**config.mk**
```make
export PLATFORM = sky130hd
export DESIGN_NAME = analog_comparator_control
export DESIGN_NICKNAME = d
export VERILOG_FILES = /design/src/analog_comparator_control.v /design/src/hold_timer.v /design/src/sync_two_stage.v
export VERILOG_INCLUDE_DIRS = /design/src
export SDC_FILE = /design/constraint.sdc
export NUM_CORES = 1
export LEC_CHECK = 0
export BUFFER_PORTS_ARGS = -buffer_cell sky130_fd_sc_hd__buf_2
export CAP_MARGIN = 10
export CORE_MARGIN = 5
export CORE_UTILIZATION = 45
export DETAILED_ROUTE_END_ITERATION = 6
export PLACE_DENSITY = 0.88
export SETUP_SLACK_MARGIN = 0.4
export SLEW_MARGIN = 15
export SYNTH_ARGS = -nofsm -noshare
export SYNTH_HDL_FRONTEND = slang
export SYNTH_HIERARCHICAL = 1
export SYNTH_SLANG_ARGS = --single-unit
```
**constraint.sdc**
```tcl
create_clock -name clock_in -period 3.8 [get_ports clock_in]
set_input_delay 0.95 -clock clock_in [delete_from_list [all_inputs] [get_ports clock_in]]
set_output_delay 0.95 -clock clock_in [all_outputs]
set_load 0.02 [all_outputs]
```
**src/cmp_ctrl_regs.vh**
```
// Register offsets, field positions, reset values and timing constants of the comparator control block
`ifndef CMP_CTRL_REGS_VH
`define CMP_CTRL_REGS_VH
// Register indices; byte address is four times the index
`define OFS_CONTROL_MAIN      2'h0
`define OFS_INPUT_ROUTING     2'h1
`define OFS_IRQ_ENABLE        2'h2
`define OFS_STATUS            2'h3
`define IDX_MSB               3'h4
`define IDX_LSB               2'h2
`define RSV_INDEX_LAST        3'h7
// Main control fields
`define BIT_COMPARATOR_ON     7
`define BIT_OUTPUT_PIN_ON     6
`define BIT_OUTPUT_INVERT     5
`define BIT_FILTER_SPEED      4
`define HYST_MSB              3
`define HYST_LSB              2
`define EDGE_MSB              1
`define EDGE_LSB              0
// Routing fields
`define POS_SEL_MSB           5
`define POS_SEL_LSB           4
`define NEG_SEL_MSB           1
`define NEG_SEL_LSB           0
// Interrupt enable and status fields
`define BIT_IRQ_ON            0
`define BIT_RESULT            7
`define BIT_EVENT_FLAG        0
// Edge modes
`define EDGE_NONE             2'h0
`define EDGE_RISE             2'h1
`define EDGE_FALL             2'h2
`define EDGE_BOTH             2'h3
// Reset values
`define RST_CONTROL_MAIN      8'h00
`define RST_INPUT_ROUTING     8'h00
`define RST_IRQ_ENABLE        8'h00
`define RST_HOLD_LEVEL        1'b0
`define RST_IRQ_ON            1'b0
// Routing bits that exist; the rest read back zero
`define ROUTING_MASK          8'h33
// Initialization hold in bus clocks
`define INIT_HOLD_CYCLES      7'h7F
`define ONE_7                 7'h01
`define ZERO_7                7'h00
`define ZERO_8                8'h00
`define ZERO_32               32'h00000000
`endif

```
**src/analog_comparator_control.v**
```verilog
// Comparator control wrapper: Wishbone registers, hold, edge flag, pin and timer link
//
// Notes on behaviour
// - Setting enable freezes result, flag and timer link for 128 bus clocks.
// - Same 128 clock hold on every return to normal, including leaving stop.
// - Disabled or stop means shutdown; last result stays on the result path.
// - Comparator runs only when enabled and not stopped; wait mode changes nothing.
// - In shutdown with non-inverted polarity the output pin is driven low.
// - Output pin enable drives the result out when 1, releases pin when 0.
// - Polarity bit passes the result straight at 0, inverted at 1.
// - Filter select picks low speed filter at 0, high speed at 1.
// - Two-bit hysteresis code goes to the analog core unchanged.
// - Edge mode 00 none, 01 rising, 10 falling, 11 both edges set flag.
// - Each comparator input chosen from two external pins and two internal signals.
// - Result drives the timer input capture link for timestamping.
// - Select codes 00,01 external, 10,11 internal; writable only while disabled.
// - Flag sets two clocks after qualifying edge; cleared by writing one.
// - Interrupt request is flag AND interrupt enable.
// - Result bit reads the held result; writes to it are ignored.
`include "cmp_ctrl_regs.vh"
module analog_comparator_control #(
    parameter [6:0] HOLD_CYCLES = `INIT_HOLD_CYCLES
) (
    input  wire        clock_in,         // Bus clock 100 MHz
    input  wire        rstn_in,          // Async reset, active low
    input  wire        clk_en_in,        // Clock enable, freezes all state when low
    input  wire        stop_mode_in,     // Chip in stop mode
    input  wire        wait_mode_in,     // Chip in wait mode, no effect
    input  wire        wb_cyc_i,         // Wishbone cycle
    input  wire        wb_stb_i,         // Wishbone strobe
    input  wire        wb_we_i,          // Wishbone write enable
    input  wire [31:0] wb_adr_i,         // Wishbone byte address
    input  wire [3:0]  wb_sel_i,         // Wishbone byte selects
    input  wire [31:0] wb_dat_i,         // Wishbone write data
    output reg  [31:0] wb_dat_o,         // Wishbone read data
    output reg         wb_ack_o,         // Wishbone acknowledge
    output wire        wb_err_o,         // Wishbone error, unused map
    input  wire        core_result_in,   // Raw asynchronous comparator output
    output wire        core_power_on_out,// Analog core powered, normal mode
    output wire        filter_speed_sel_out, // Input filter speed to core
    output wire [1:0]  hysteresis_sel_out,   // Hysteresis code to core
    output wire [1:0]  pos_input_sel_out,    // Positive input mux select
    output wire [1:0]  neg_input_sel_out,    // Negative input mux select
    output wire        timer_capture_out,    // Held result to timer capture
    output wire        compare_out_pin_out,  // Output pin level
    output wire        compare_out_pin_oe_n_out, // Output pin enable, low drives
    output wire        irq_out               // Interrupt request
);
    // Register storage
    reg  [7:0] control_main_reg;
    reg  [7:0] input_routing_reg;
    reg        irq_on_reg;
    reg        event_flag_reg;
    reg        held_result_reg;
    reg        held_prev_reg;
    reg        edge_seen_reg;

    wire       sync_result;
    wire       holding;
    wire       comparator_on = control_main_reg[`BIT_COMPARATOR_ON];
    wire       normal_mode   = comparator_on && !stop_mode_in;
    wire [1:0] flag_edge_sel = control_main_reg[`EDGE_MSB:`EDGE_LSB];
    wire       output_invert = control_main_reg[`BIT_OUTPUT_INVERT];
    wire       output_pin_on = control_main_reg[`BIT_OUTPUT_PIN_ON];

    // Bus decode: word index, upper reserved indices read zero, beyond is an error
    wire       bus_req   = wb_cyc_i && wb_stb_i && !wb_ack_o;
    wire [2:0] word_idx  = wb_adr_i[`IDX_MSB:`IDX_LSB];
    wire       addr_high = (wb_adr_i[31:5] != 27'h0000000) || (wb_adr_i[1:0] != 2'h0);
    wire       mapped    = !addr_high && (word_idx <= `RSV_INDEX_LAST);
    wire       wr_lane0  = bus_req && mapped && wb_we_i && wb_sel_i[0] && !word_idx[2];
    wire [1:0] reg_idx   = word_idx[1:0];

    // Checks whether a transition matches the selected edge mode
    function edge_match;
        input [1:0] mode;
        input       prev;
        input       curr;
        begin
            case (mode)
                `EDGE_RISE: edge_match = !prev && curr;
                `EDGE_FALL: edge_match = prev && !curr;
                `EDGE_BOTH: edge_match = prev ^ curr;
                default:    edge_match = 1'b0;
            endcase
        end
    endfunction

    sync_two_stage u_sync (
        .clock_in (clock_in),
        .rstn_in  (rstn_in),
        .enable_in(clk_en_in),
        .async_in (core_result_in),
        .sync_out (sync_result)
    );

    hold_timer #(.HOLD_CYCLES(HOLD_CYCLES)) u_hold (
        .clock_in   (clock_in),
        .rstn_in    (rstn_in),
        .enable_in  (clk_en_in),
        .active_in  (normal_mode),
        .holding_out(holding)
    );

    // Control registers; routing writes only land while disabled
    always @(posedge clock_in or negedge rstn_in) begin
        if (!rstn_in) begin
            control_main_reg  <= `RST_CONTROL_MAIN;
            input_routing_reg <= `RST_INPUT_ROUTING;
            irq_on_reg        <= `RST_IRQ_ON;
        end else if (clk_en_in && wr_lane0) begin
            case (reg_idx)
                `OFS_CONTROL_MAIN:  control_main_reg <= wb_dat_i[7:0];
                `OFS_INPUT_ROUTING: begin
                    if (!comparator_on)
                        input_routing_reg <= wb_dat_i[7:0] & `ROUTING_MASK;
                end
                `OFS_IRQ_ENABLE:    irq_on_reg <= wb_dat_i[`BIT_IRQ_ON];
                default:            ;    // Status result bit is read only
            endcase
        end
    end

    // Held result path: frozen during hold and shutdown, live otherwise
    always @(posedge clock_in or negedge rstn_in) begin
        if (!rstn_in) begin
            held_result_reg <= `RST_HOLD_LEVEL;
        end else if (clk_en_in && !holding) begin
            held_result_reg <= sync_result;
        end
    end

    // Edge detect on the held result; flag lags the edge by two clocks
    // The first stage registers the match, the second sets the flag
    always @(posedge clock_in or negedge rstn_in) begin
        if (!rstn_in) begin
            held_prev_reg  <= `RST_HOLD_LEVEL;
            edge_seen_reg  <= 1'b0;
            event_flag_reg <= 1'b0;
        end else if (clk_en_in) begin
            held_prev_reg <= held_result_reg;
            edge_seen_reg <= edge_match(flag_edge_sel, held_prev_reg, held_result_reg);
            // Set wins over a simultaneous write-one clear
            if (edge_seen_reg)
                event_flag_reg <= 1'b1;
            else if (wr_lane0 && reg_idx == `OFS_STATUS && wb_dat_i[`BIT_EVENT_FLAG])
                event_flag_reg <= 1'b0;
        end
    end

    // Read mux and single-cycle acknowledge
    always @(posedge clock_in or negedge rstn_in) begin
        if (!rstn_in) begin
            wb_ack_o <= 1'b0;
            wb_dat_o <= `ZERO_32;
        end else if (clk_en_in) begin
            wb_ack_o <= bus_req && mapped;
            if (bus_req && mapped && !wb_we_i) begin
                wb_dat_o <= `ZERO_32;
                if (!word_idx[2]) begin
                    case (reg_idx)
                        `OFS_CONTROL_MAIN:  wb_dat_o[7:0] <= control_main_reg;
                        `OFS_INPUT_ROUTING: wb_dat_o[7:0] <= input_routing_reg;
                        `OFS_IRQ_ENABLE:    wb_dat_o[`BIT_IRQ_ON] <= irq_on_reg;
                        default: begin
                            wb_dat_o[`BIT_RESULT]     <= held_result_reg;
                            wb_dat_o[`BIT_EVENT_FLAG] <= event_flag_reg;
                        end
                    endcase
                end
            end
        end
    end

    // Error answer for addresses outside the block; combinational handshake
    assign wb_err_o = wb_cyc_i && wb_stb_i && !mapped;

    // Analog core controls
    assign core_power_on_out    = normal_mode;
    assign filter_speed_sel_out = control_main_reg[`BIT_FILTER_SPEED];
    assign hysteresis_sel_out   = control_main_reg[`HYST_MSB:`HYST_LSB];
    assign pos_input_sel_out    = input_routing_reg[`POS_SEL_MSB:`POS_SEL_LSB];
    assign neg_input_sel_out    = input_routing_reg[`NEG_SEL_MSB:`NEG_SEL_LSB];

    // Timer link carries the held result
    assign timer_capture_out = held_result_reg;

    // Pin: zero in shutdown before polarity, so it reads high only when inverted
    assign compare_out_pin_out      = (normal_mode ? held_result_reg : 1'b0) ^ output_invert;
    assign compare_out_pin_oe_n_out = !output_pin_on;

    // Interrupt
    assign irq_out = event_flag_reg && irq_on_reg;
endmodule // analog_comparator_control

```
**src/hold_timer.v**
```verilog
// Counter that holds the result path for a fixed number of bus clocks after entering normal mode
`include "cmp_ctrl_regs.vh"
module hold_timer #(
    parameter [6:0] HOLD_CYCLES = `INIT_HOLD_CYCLES
) (
    input  wire clock_in,   // Bus clock
    input  wire rstn_in,    // Async reset, active low
    input  wire enable_in,  // Clock enable
    input  wire active_in,  // Comparator in normal mode
    output wire holding_out // High while the result path is frozen
);
    reg [6:0] count_reg;
    reg       active_reg;

    // Restart on every entry to normal mode; shut down also holds
    always @(posedge clock_in or negedge rstn_in) begin
        if (!rstn_in) begin
            count_reg  <= `ZERO_7;
            active_reg <= 1'b0;
        end else if (enable_in) begin
            active_reg <= active_in;
            if (active_in && !active_reg)
                count_reg <= HOLD_CYCLES;
            else if (count_reg != `ZERO_7)
                count_reg <= count_reg - `ONE_7;
        end
    end

    assign holding_out = !active_in || !active_reg || (count_reg != `ZERO_7);
endmodule // hold_timer

```
**src/sync_two_stage.v**
```verilog
// Two-flop synchroniser for the asynchronous comparator output
`include "cmp_ctrl_regs.vh"
module sync_two_stage (
    input  wire clock_in,   // Bus clock
    input  wire rstn_in,    // Async reset, active low
    input  wire enable_in,  // Clock enable
    input  wire async_in,   // Unsynchronised level
    output wire sync_out    // Synchronised level
);
    reg first_reg;
    reg second_reg;

    // First flop feeds only the second
    always @(posedge clock_in or negedge rstn_in) begin
        if (!rstn_in) begin
            first_reg  <= `RST_HOLD_LEVEL;
            second_reg <= `RST_HOLD_LEVEL;
        end else if (enable_in) begin
            first_reg  <= async_in;
            second_reg <= first_reg;
        end
    end

    assign sync_out = second_reg;
endmodule // sync_two_stage
```
==> results of run 1 <==
## Yosys cell counts (3+ instances only)
cell type   n
nor4_1      7
buf_4      27
nor3_1      5
o21ai_0     5
mux2i_1     6
dfrtp_1    36
mux2_2     22
inv_1      11
clkbuf_1    3
a21oi_1     3
nor2_1      9
nand2_1    12
o211ai_1    3
nand3_1     4
nor2b_1     5
ha_1        4
## cells in the final DEF (no fill, tap or decap), types with 3 or more instances in the layout
cell type,instances
conb_1,24
dfrtp_1,36
ha_1,4
nor2b_1,5
nor2_1,9
nor4_1,7
mux2_2,22
o211ai_1,3
a21oi_1,3
clkbuf_8,6
nor3_1,5
o21ai_0,5
nand2_1,12
inv_1,11
nand3_1,4
mux2i_1,6
buf_2,70
## worst register-to-register path, delay by kind of cell (launching register included)
family | cells | cell delay (ns)
flip-flops | 1 | 0.40
buffers and inverters | 1 | 0.24
multiplexers | 1 | 0.34
AND/OR/NAND/NOR | 3 | 1.16
## final cells by class
type | instances | area, um2 | share of cell area, %
multi-input combinational | 140 | 1010 | 40.7
tap | 52 | 65.1 | 2.63
inverter | 11 | 41.3 | 1.67
clock inverter | 2 | 10.0 | 0.405
sequential | 36 | 901 | 36.4
timing repair buffer | 72 | 365 | 14.8
clock buffer | 6 | 82.6 | 3.34
## final timing paths
check	from	end	depth (start not counted)
min	edge_seen_reg$_DFFE_PN0P_	event_flag_reg$_DFFE_PN0P_	2
min in group asynchronous	rstn_in	wb_dat_o[1]$_DFFE_PN0P_	1
max in group asynchronous	rstn_in	wb_dat_o[3]$_DFFE_PN0P_	1
max reg2reg	wb_ack_o$_DFFE_PN0P_	control_main_reg[1]$_DFFE_PN0P_	5
max	wb_adr_i[6]	wb_err_o	5
min reg2reg	edge_seen_reg$_DFFE_PN0P_	event_flag_reg$_DFFE_PN0P_	2
## cell families after synthesis
logic type                 count (synthesis)  share of synthesized area (%)
and+or+nand+nor                           61                           18.2
buffers and inverters                     43                           12.7
DFF                                       36                           43.2
muxes                                     29                           15.8
AOI/OAI and AO/OA                         21                           7.07
adders and majority gates                  4                           2.40
other                                      1                          0.180
xor gates and xnor gates                   1                          0.420
## routing by layer
metal	wire length (um)	share of wire, %
met5	0	0
met4	42	0.86
met3	497	10
met2	2490	51
met1	1840	38
## through the flow
step / hold WS (ns) / cells / cell area [um2] / utilization, % / setup WS (ns)
final: 0.490 / 319 / 2470 / 56.0 / 0.646
after global routing: 0.516 / 319 / 2470 / 56.0 / 0.553
after CTS: 0.488 / 319 / 2470 / 56.0 / 0.623
after detailed placement: 0.470 / 311 / 2380 / 53.9 / 0.621
after global placement: 0.459 / 311 / 2380 / 53.9 / 0.666
after floorplan: 0.450 / 219 / 2170 / - / 0.932
## power groups by stage
stage          Sequential, mW  Clock (mW)  Combinational [mW]
2_1_floorplan           0.457           0               0.168
3_3_place_gp            0.464           0               0.193
3_5_place_dp            0.467           0               0.205
4_1_cts                 0.461       0.288               0.205
5_1_grt                 0.468       0.305               0.234
6_report                0.462       0.277               0.205
==> results.md, run 1 <==
- The run finished with clean final reports.
- Among all flip-flop cells after synthesis, the most frequent one is dfrtp_1.
- By startpoint and endpoint, the worst setup path is classified as in -> out.
- The iteration-0 DRC count of the detailed router is 39.
- The congestion estimate from routability-driven global placement came to 0.741.
- The clock network fraction of design power is 29.3%.
- The number of buffer and inverter instances along the worst setup path is 2.
- The most used routing layer in global routing is met2.
- Entering global routing, the biggest net connects 37 pins.
- The number of hold violations in the final report was 0.
- The aggregate negative setup slack is 0 ns.
- The number of buffers created by CTS is 5.
- For this run, design rule violations remaining after detail routing come to 0.
- For this run, the register share of the synthesized area comes to 43.2%.
- Buffers inserted to repair hold after CTS numbered 0.
- The clock net in this run drives a total of 36 sinks.
- The average footprint of a synthesized cell is 10.6 um2.
- The H-tree generated during clock tree synthesis spans 2 levels.
- Clock skew on the completed layout was measured at 0.00935 ns.
- The cell repeated most along the worst path is buf_2.
- The first-pass GRT wire length is 8.02 mm.
- Across every metal layer, demand over resource in global routing totals 16.3%.
- The worst setup path is captured at an output pin.
- During I/O placement, the number of pins put on the boundary was 123.
- The final layout contains 347 nets.
- The post-route antenna net violation count is 0.
- The HPWL after detailed placement is 3.84 mm.
- Of all nets on the critical path, the largest fanout is 7.
- On the critical path the largest part of the delay comes from simple AND/OR/NAND/NOR gates.
- Internal power comes to 0.652 mW.
- Once the floorplan was initialized, standard cells occupied 47.3% of the core.
- In this run the cell area of the synthesized design comes to 2090 um2.
- The library cell occupying the most area in the post-synthesis netlist is dfrtp_1.
- The number of vias in the routed layout is 1668.
- The post-detailed-route via-to-cell ratio is 5.23.
- The largest stage delay on the critical path is 0.35 ns.
- The total of buffers placed on input and output ports is 70.
- Traced cell by cell, the critical path runs through buf_2, nor4_1, nand4_2, o211a_1, buf_2.
- Max-cap violations in this run came to 0.
- At the pin with the least slew margin, the transition time is 0.801 ns.
- In this run, synthesis produced a sequential element count of 36.
- Subtracting the final worst setup slack from the clock period gives 3.15 ns.
- Yosys printed 6 warnings.
- The layout has 405 filler cells.
- Row generation in the floorplan step produced 24 rows.
- Counting flops with an async set or reset pin after synthesis yields a share of 100%.
- TritonCTS built the clock tree.
- The number of global-route vias before repair is 1690.
- Clock-pin slew was measured on the worst setup and hold paths at 0.08 ns.
- The ratio of cells with drive above 1 in the final layout is 41.2%.
- Registers are responsible for 49.0% of the overall power.
- For met3 alone, demand over resource in global routing was 5.72%.
- The die covers 6100 um2.
- For this design the total switching power over the nets is 0.292 mW.
- The proportion of total power due to net switching is 31.0%.
- The slowest cell on the critical path is nor4_1.
- The number of enable-type register cells in the synthesized netlist is 0.
- The worst-case IR drop observed on VDD is 0.242 mV.
- The post-route total power is 0.944 mW.
- Summed over all cells, the static leakage comes to 1.31 nW.
- The slack of the worst reg-to-reg path is 1.55 ns.
- The wire length per cell is 15.3 um.
- In this run the horizontal extent of the chip is 78.1 um.
- The power density normalized to cell area is 382 nW/um2.
- The number of pins exceeding their max-slew limit in the final report came to 0.
- The max-slew headroom at the worst pin is 46.6%.
- The setup-violating endpoint count in the final report is 0.
- Measured along the y axis, the die boundary spans 78.1 um.
- For the worst-skew pair, the clock arrives at the later sink with an insertion delay of 0.29 ns.
- The cell sitting at the root of the clock tree is a clkbuf_8.
- The length of the first detailed-routing pass in iterations is 4.
- The core box area is 4410 um2.
- Compared with the post-synthesis result, the final layout area differs by 18.5%.
- Global routing consumed, on the met2 layer, 28.5% of the routing resources.
- The number of gates resized after CTS was 0.
- For met1 alone, demand over resource in global routing was 18.5%.
- In this run the worst hold path is classified as reg -> reg.
- The initial antenna violation count came to 0.
- Synthesis handed over a netlist of 196 instances.
- Dividing the final minimum period by the clock period gives 83.0%.
- Setup repair after global routing left no endpoint under its margin.
- The data required time at the worst endpoint is 2.85 ns.
- 0 antenna diodes ended up in the layout.
- The distinct cell type count after synthesis is 41.
- The setup fix buffers added after clock tree synthesis is 0.
- Summed over all layers, the routed wires come to 4.87 mm.
- The type of origin of the critical path is an input port.
- At the worst endpoint, the arrival time is 2.20 ns.
- The maximum clock frequency is 317 MHz.
- The maximum clock path buffer count is 2.
- Combinational cells account for 21.7% of the total power.
- The total congestion overflow is 0.
- After synthesis, the cell types taking the most area are dfrtp_1 (43%), mux2_2 (12%), buf_4 (9.7%), mux2i_1 (2.9%), ha_1 (2.4%).
- The synthesized design devotes to its leading area cell type 43.2% of total area.
(Power assumes the default switching activity.)
==> run 2: changes to the inputs <==
--- a/config.mk
+++ b/config.mk
@@ -6,12 +6,13 @@
 export SDC_FILE = /design/constraint.sdc
 export NUM_CORES = 1
 export LEC_CHECK = 0
+export ABC_AREA = 1
 export BUFFER_PORTS_ARGS = -buffer_cell sky130_fd_sc_hd__buf_2
 export CAP_MARGIN = 10
 export CORE_MARGIN = 5
 export CORE_UTILIZATION = 45
 export DETAILED_ROUTE_END_ITERATION = 6
-export PLACE_DENSITY = 0.88
+export PLACE_DENSITY = 0.86
 export SETUP_SLACK_MARGIN = 0.4
 export SLEW_MARGIN = 15
 export SYNTH_ARGS = -nofsm -noshare
==> constraint.sdc (replaced) <==
create_clock -name clock_in -period 3.15 [get_ports clock_in]
set_input_delay 0.7875 -clock clock_in [delete_from_list [all_inputs] [get_ports clock_in]]
set_output_delay 0.7875 -clock clock_in [all_outputs]
set_load 0.02 [all_outputs]
==> run 2 against run 1 <==
Effect of this change:
- utilization is 0.84 points lower
- sequential share of layout area is 2.5 points lower
- flip-flop and latch count stayed put
- synthesized cell count is 51% higher
- clock skew is 0.0059 ns lower
- combinational power is 41% lower
- non-clock buffer count is 2 lower
- register-to-register slack worse by 0.04 ns
- critical endpoint unchanged
- setup slack worse by 0.075 ns
- largest power group unchanged
==> results.md, run 2 <==
- The synthesized design contains 36 register bits.
- The number of buffers created by CTS is 5.
- Tracing the worst setup path back leads to its startpoint at wb_adr_i[7].
- In this run, flip-flops and latches consume 52.6% of the power.
- The number of vias in the routed layout is 2005.
- The clock transition time at the flip-flop clock pins of the worst setup and hold paths is 0.06 ns.
- The tree built by TritonCTS fans out to 36 sinks.
- The slowest cell on the critical path is nor2_4.
- A synthesized cell averages 7.72 um2.
- Of the post-synthesis cell area, the dominant cell type holds 39.6%.
- The total wire length after detailed routing is 4.85 mm.
- The core occupancy in the finished layout is 55.2%.
- The first-pass GRT wire length is 7.80 mm.
- The slack of the worst reg-to-reg path is 1.51 ns.
- The largest single stage delay on the critical path is 0.26 ns.
- From bottom edge to top edge, the die measures 81.1 um.
- In the post-synthesis netlist, the cell with the most instances is nand2_1.
- The iteration-0 DRC count of the detailed router is 85.
- The shortest clock period the worst path allows after layout is 2.58 ns.
- The worst setup path is launched from an input port.
- The final clock skew is 0.00344 ns.
- The synthesis warning total is 6.
- The placed instance count is 427.
- The clock passes through at most 2 buffers.
- The leakage power summed over all cells is 1.47 nW.
- The worst-case IR drop observed on VDD is 0.277 mV.
- The setup-violating endpoint count in the final report is 0.
- The end of the critical path is wb_err_o.
- The standard cell area after detailed placement is 2580 um2.
- The beginning of the worst register-to-register path is control_main_reg[7]$_DFFE_PN0P_.
- The number of buffer and inverter instances along the worst setup path is 2.
- The maximum fanout along the worst path is 7.
- Cell internal power was estimated by the tool at 0.657 mW.
- After detailed routing, the number of vias per cell comes to 4.62.
- Sorting the synthesized cells by how often they occur yields nand2_1 (84), inv_1 (42), dfrtp_1 (36), nor2_1 (31), buf_4 (26).
- The number of gates given a new drive strength after cts is 0.
- The clock latency reported for the late side of the worst-skew pair is 0.29 ns.
- Counting the fill cells in the layout gives 451.
- STA puts the critical path data arrival time at 1.79 ns.
- The share of the clock period used by the worst path is 81.9%.
- In this run, synthesis inferred 0 flip-flops with an integrated enable.
- The cell family contributing the most delay on the critical path is simple AND/OR/NAND/NOR gates.
- The aggregate global-route resource usage is 15.1%.
- Of the cells placed in the final design, the portion with a size suffix greater than 1 is 27.8%.
- The signed area change from the synthesized netlist to the final layout is 16.7%.
- After synthesis, the cell types taking the most area are dfrtp_1 (40%), nand2_1 (14%), buf_4 (8.6%), inv_1 (6.9%), nor2_1 (5.1%).
- The power density normalized to cell area is 338 nW/um2.
- The number of pins exceeding their max-slew limit in the final report is 0.
- The number of setup buffers added after CTS is 0.
- The post-synthesis sequential area ratio is 39.6%.
- After floorplanning, the core was divided into 25 placement rows.
- For this run, asynchronously set or reset flops after synthesis account for 100%.
- The die covers 6580 um2.
- The initial antenna violation count is 0.
- The number of hold violations in the final report is 0.
- The horizontal extent of the die is 81.1 um.
- The distinct cell type count after synthesis is 33.
- The worst register-to-register path ends at u_hold/count_reg[3]$_DFFE_PN0P_.
- The core region is 4820 um2.
- At the pin with the least slew margin, the transition time is 0.797 ns.
- The antenna diode count is 0.
- For this run, the top clock speed supported by timing is 388 MHz.
- The total of buffers placed on input and output ports is 70.
- The number of cells on the worst hold path is 2.
- Setup repair after global routing left no endpoint under its margin.
- The initial core utilization is 47.3%.
- The length of the first detailed-routing pass in iterations is 5.
- The quantity of hold-fixing buffers added after cts is 0.
- The aggregate negative setup slack is 0 ns.
- After layout, the design draws a total of 0.898 mW.
- In this run the power spent charging and discharging nets is 0.240 mW.
- The top cell types in the final layout, fill and taps aside, are nand2_1 (84), buf_2 (70), inv_1 (42), dfrtp_1 (36), nor2_1 (31).
- The wire length per cell is 11.2 um.
- The worst hold path belongs to the class reg -> reg.
- The proportion of total power due to net switching is 26.8%.
- Counting cells, the worst reg-to-reg path comes to 8.
- The layout net count is 448.
- The tool flagged a number of max-cap violations equal to 0.
- In this run the number of cells on the critical path is 7.
- In this run the count of I/O pins placed on the die edge is 123.
- The clock tree from TritonCTS is done.
- The pin count of the biggest net entering global routing is 37.
- Walking the worst path, the cells encountered are buf_2, or2_1, nor2_1, nand2_1, nor2_4, nor2_1, buf_2.
- The finished cells cover 2660 um2.
- Leaving out filler cells and counting taps, the final layout contains 434.
- The placer's final routability congestion estimate is 0.869.
- The number of global-route vias before repair is 1857.
- The cell sitting at the root of the clock tree is a clkbuf_8.
- The H-tree level count is 2.
- Of all cell types, the one taking the most synthesized area is dfrtp_1.
- The library cell used most frequently in the layout, excluding fill and tap cells, is nand2_1.
- The post-route antenna net violation count is 0.
- The dominant synthesized flop cell is dfrtp_1.
- In this run, the clock network consumes 34.1% of the power.
- Once detailed placement completed, the half-perimeter wirelength came to 3.77 mm.
- The max-slew headroom at the worst pin is 46.9%.
- The classification of the worst setup path is in -> out.
- The flow ran to the end, and the final reports show no timing, DRC or antenna violations.
- The post-synthesis cell area is 2280 um2.
- STA classifies the critical path endpoint as an output pin.
- In this run, the combinational gates consume 13.4% of the power.
- For this run, design rule violations remaining after detail routing come to 0.
- Synthesis produced a netlist whose cell count is 295.
- For the worst setup path, the data required time is 2.36 ns.
- Summed over all layers, the global routing overflow is 0.
run 2: cell types whose count changed after synthesis, sizes merged, moves of 5 or more:
cell	delta
nand3	+8
nor2	+27
o21ai	+22
mux2	-22
nand2	+74
nor4	-10
mux2i	-6
clkbuf	-5
inv	+32
nor2b	-5
run 2: worst min path at each step:
| stage | from | to |
|---|---|---|
| after floorplan | u_sync/first_reg$_DFFE_PN0P_ | u_sync/first_reg$_DFFE_PN0P_ |
| after global placement | u_sync/first_reg$_DFFE_PN0P_ | u_sync/sync_out$_DFFE_PN0P_ |
| after detailed placement | u_sync/first_reg$_DFFE_PN0P_ | u_sync/first_reg$_DFFE_PN0P_ |
| after CTS | u_sync/first_reg$_DFFE_PN0P_ | u_sync/first_reg$_DFFE_PN0P_ |
| after global routing | u_sync/first_reg$_DFFE_PN0P_ | u_sync/first_reg$_DFFE_PN0P_ |
| final | u_sync/first_reg$_DFFE_PN0P_ | u_sync/first_reg$_DFFE_PN0P_ |
run 2: per-layer routing:
layer,share of wire [%],vias up,wire length [um],track usage [%]
met5,0,-,0,0
met4,1.8,0,85,7.43
met3,11,7,539,3.22
met2,45,86,2180,25.9
met1,42,903,2050,17.8
li1,-,1009,-,-
run 2: final cells by class:
| cell class | count | area (um2) | area share, % |
|---|---|---|---|
| timing repair buffer | 70 | 350 | 13.2 |
| tap | 67 | 83.8 | 3.15 |
| clock inverter | 1 | 5.00 | 0.188 |
| multi-input combinational | 211 | 1080 | 40.8 |
| sequential | 36 | 901 | 33.9 |
| clock buffer | 6 | 72.6 | 2.73 |
| inverter | 43 | 161 | 6.07 |
run 2: cell families after synthesis:
family                   count (synthesis)  synth area share [%]
AO/OA/AOI/OAI                           34                  10.3
XOR/XNOR                                 1                 0.385
adder cells (fa/ha/maj)                  4                  2.20
buffers and inverters                   71                  16.6
flip-flops                              36                  39.6
other                                    1                 0.165
AND/OR/NAND/NOR                        148                  30.7
run 2: per-stage QoR:
stage                     hold slack, ns  setup WS [ns]
after floorplan                    0.442          0.662
final                              0.478          0.571
after global placement             0.451          0.565
after CTS                          0.479          0.553
after global routing               0.518          0.456
after detailed placement           0.465          0.560
run 2: tightest hold or removal path: stages (launching register included):
cell and delay (ns):
dfrtp_1 0.34, nand2_1 0.05, nand2_1 0.05
run 2: power by group through the flow:
stage | combinational (mW) | sequential (mW) | clock (mW)
after global routing | 0.136 | 0.472 | 0.335
after detailed placement | 0.120 | 0.480 | 0
after global placement | 0.117 | 0.480 | 0
final | 0.120 | 0.472 | 0.306
after CTS | 0.120 | 0.472 | 0.312
after floorplan | 0.0919 | 0.479 | 0
==> run 3: changes to the inputs <==
--- a/config.mk
+++ b/config.mk
@@ -6,13 +6,13 @@
 export SDC_FILE = /design/constraint.sdc
 export NUM_CORES = 1
 export LEC_CHECK = 0
-export ABC_AREA = 1
+export ABC_AREA = 0
 export BUFFER_PORTS_ARGS = -buffer_cell sky130_fd_sc_hd__buf_2
 export CAP_MARGIN = 10
 export CORE_MARGIN = 5
-export CORE_UTILIZATION = 45
+export CORE_UTILIZATION = 39
 export DETAILED_ROUTE_END_ITERATION = 6
-export PLACE_DENSITY = 0.86
+export PLACE_DENSITY = 0.82
 export SETUP_SLACK_MARGIN = 0.4
 export SLEW_MARGIN = 15
 export SYNTH_ARGS = -nofsm -noshare
==> constraint.sdc (replaced) <==
create_clock -name clock_in -period 2.3 [get_ports clock_in]
set_input_delay 0.575 -clock clock_in [delete_from_list [all_inputs] [get_ports clock_in]]
set_output_delay 0.575 -clock clock_in [all_outputs]
set_load 0.02 [all_outputs]
==> run 3 against run 2 <==
Effect of this change:
- clock-buffer cell count unchanged
- critical path depth decreased by 2
- via count decreased by 14%
- global-route usage decreased by 0.24 points
==> results.md, run 3 (synthesized netlist as in run 1, its figures left out) <==
- For this configuration, the core starts out at a cell density of 40.6%.
- The critical path contains buffers and inverters numbering 2 combined.
- Counting cells, the worst reg-to-reg path comes to 5.
- The first TritonRoute pass finished after 4 iterations.
- Entering global routing, the biggest net connects 37 pins.
- The run finished with clean final reports.
- Clock-pin slew was measured on the worst setup and hold paths at 0.07 ns.
- The congestion estimate from routability-driven global placement came to 0.875.
- The core region is 5140 um2.
- Summed over all layers, the global routing overflow is 0.
- The power density normalized to cell area is 593 nW/um2.
- The final instance count without filler cells is 348.
- The aggregate negative setup slack is 0 ns.
- For the worst setup path, the data required time is 1.73 ns.
- The share of the clock period used by the worst path is 90.9%.
- The family with the most delay on the worst path is simple AND/OR/NAND/NOR gates.
- The number of hold violations in the final report is 0.
- The final clock skew is 0.00849 ns.
- The sink count of the clock tree is 36.
- Row generation in the floorplan step produced 26 rows.
- In this run the tightest slew margin relative to its limit is 47.6%.
- The largest stage delay on the critical path is 0.31 ns.
- Across the run, the number of max-cap violations was 0.
- The type of the worst min-delay path is in -> async.
- The residual DRC count is 0.
- The maximum clock frequency is 478 MHz.
- The clock root buffer is clkbuf_8.
- The start point of the critical path is wb_adr_i[30].
- The number of pins exceeding their max-slew limit in the final report is 0.
- Leaving out fill and tap cells, the most frequent cells in the layout are buf_2 (60), dfrtp_1 (36), conb_1 (24), mux2_2 (19).
- The shortest clock period the worst path allows after layout is 2.09 ns.
- The slowest cell on the critical path is nor4_4.
- The transition time of the tightest slew-check pin is 0.787 ns.
- The first global-routing pass estimated 8.34 mm of wire.
- STA classifies the critical path endpoint as an output pin.
- Traced cell by cell, the critical path runs through buf_6, nor4_4, nand4_4, o211a_4, buf_6.
- The number of global-route vias before repair is 1687.
- The worst setup path is launched from an input port.
- The routed layout has 1722 vias.
- In this run the worst path has a maximum fanout of 2.
- The cell repeated most along the worst path is buf_6.
- The sum of net half-perimeters after detailed placement is 3.87 mm.
- No sink is reached through more buffers than the 2 on the longest clock path.
- The clock tree from TritonCTS is done.
- The iteration-0 DRC count of the detailed router is 74.
- The total of buffers placed on input and output ports is 70.
- TritonCTS created 5 clock buffers.
- Setup repair after global routing could not meet its margin everywhere.
- The post-route antenna net violation count is 0.
- By startpoint and endpoint, the worst setup path is classified as in -> out.
- The highest ir drop seen on vdd is 0.400 mV.
- The setup-violating endpoint count in the final report is 0.
- The beginning of the worst register-to-register path is wb_ack_o$_DFFE_PN0P_.
- The antenna diode count is 0.
- For this design the static power due to leakage is 1.45 nW.
- Dividing the detail-routed wire length by the instance count gives 14.8 um.
- The horizontal extent of the die is 83.2 um.
- Wires add up to 5.15 mm.
- In this run the number of H-tree levels came out at 2.
- Clock latency on the worst-skew pair, taken at its later pin, is 0.29 ns.
- The cell depth of the worst setup path is 5.
- The ratio of cells with drive above 1 in the final layout is 47.5%.
- The initial antenna violation count is 0.
- Leaving out fill and tap cells, the most frequent cell in the layout is buf_2.
- In the routed layout, each cell is associated on average with a via count of 4.95.
- For the worst setup path, the data arrival time is 1.52 ns.
- The slack of the worst reg-to-reg path is 0.34 ns.
- In the global route stage, overall resource usage came out at 14.8%.
- The end of the critical path is wb_err_o.
- The signed area change from the synthesized netlist to the final layout is 36.0%.
- The endpoint of the worst register-to-register path is control_main_reg[2]$_DFFE_PN0P_.
- The die covers 6910 um2.
- Pin placement for this block handled 123 I/O pins.
- The placed instance count is 334.
- From bottom edge to top edge, the die measures 83.2 um.
- After the last flow step, the layout net total stands at 358.
## run 3: changes by cell type in the layout (fill, tap and decap cells not counted), moves of 11 or more
cell / delta
mux2_2: +19
nand2_1: -72
buf_6: +12
nor2_1: -22
buf_4: +11
inv_1: -31
## run 3: final cells by class
| type | instances | area, um2 |
|---|---|---|
| Multi-Input combinational cell | 140 | 1180 |
| Inverter | 11 | 41.3 |
| Tap cell | 70 | 87.6 |
| Clock buffer | 6 | 72.6 |
| Timing Repair Buffer | 83 | 518 |
| Clock inverter | 2 | 35.0 |
| Sequential cell | 36 | 901 |
| Fill cell | 445 | 2300 |
## run 3: through the flow
stage	total power [mW]	cell area, um2	setup WS (ns)	utilization, %	hold slack [ns]
after floorplan	1.04	2320	0.164	-	0.279
after global placement	1.11	2580	0.0352	50.2	0.458
after detailed placement	1.13	2580	0.0345	50.2	0.468
after CTS	1.69	2760	0.212	53.6	0.397
after global routing	1.79	2840	0.179	55.2	0.420
final	1.68	2840	0.209	55.2	0.364
## run 3: repair_timing
action / CTS / global route
gates cloned: 0 / 0
endpoints found under the setup margin: 19 / 23
hold buffers: 0 / 0
buffers inserted: 3 / 3
gates resized for setup: 9 / 11
pin swaps: 7 / 12
## run 3: where the power goes
group          total, mW  switching [mW]  internal [mW]
combinational      0.377           0.222          0.154
clock              0.545           0.223          0.322
sequential         0.762          0.0618          0.700
total               1.68           0.507           1.18
## run 3: worst min path at each step
stage	from	endpoint	slack, ns	cells past startpoint
2_1_floorplan	rstn_in	control_main_reg[0]$_DFFE_PN0P_	0.28	0
3_3_place_gp	edge_seen_reg$_DFFE_PN0P_	event_flag_reg$_DFFE_PN0P_	0.46	2
3_5_place_dp	edge_seen_reg$_DFFE_PN0P_	event_flag_reg$_DFFE_PN0P_	0.47	2
4_1_cts	rstn_in	u_hold/active_reg$_DFFE_PN0P_	0.40	1
5_1_grt	rstn_in	u_hold/active_reg$_DFFE_PN0P_	0.42	1
6_report	rstn_in	u_hold/active_reg$_DFFE_PN0P_	0.36	1
## run 3: per-layer routing
layer  wire length (um)  part of all wire (%)  GRT usage, %  vias to the layer above
li1                   -                     -             -                      807
met1               2110                    41          18.1                      827
met4                 49                  0.95          4.01                        0
met3                459                   8.9          5.15                        6
met2               2530                    49          24.9                       82
met5                  0                     0             0                        -
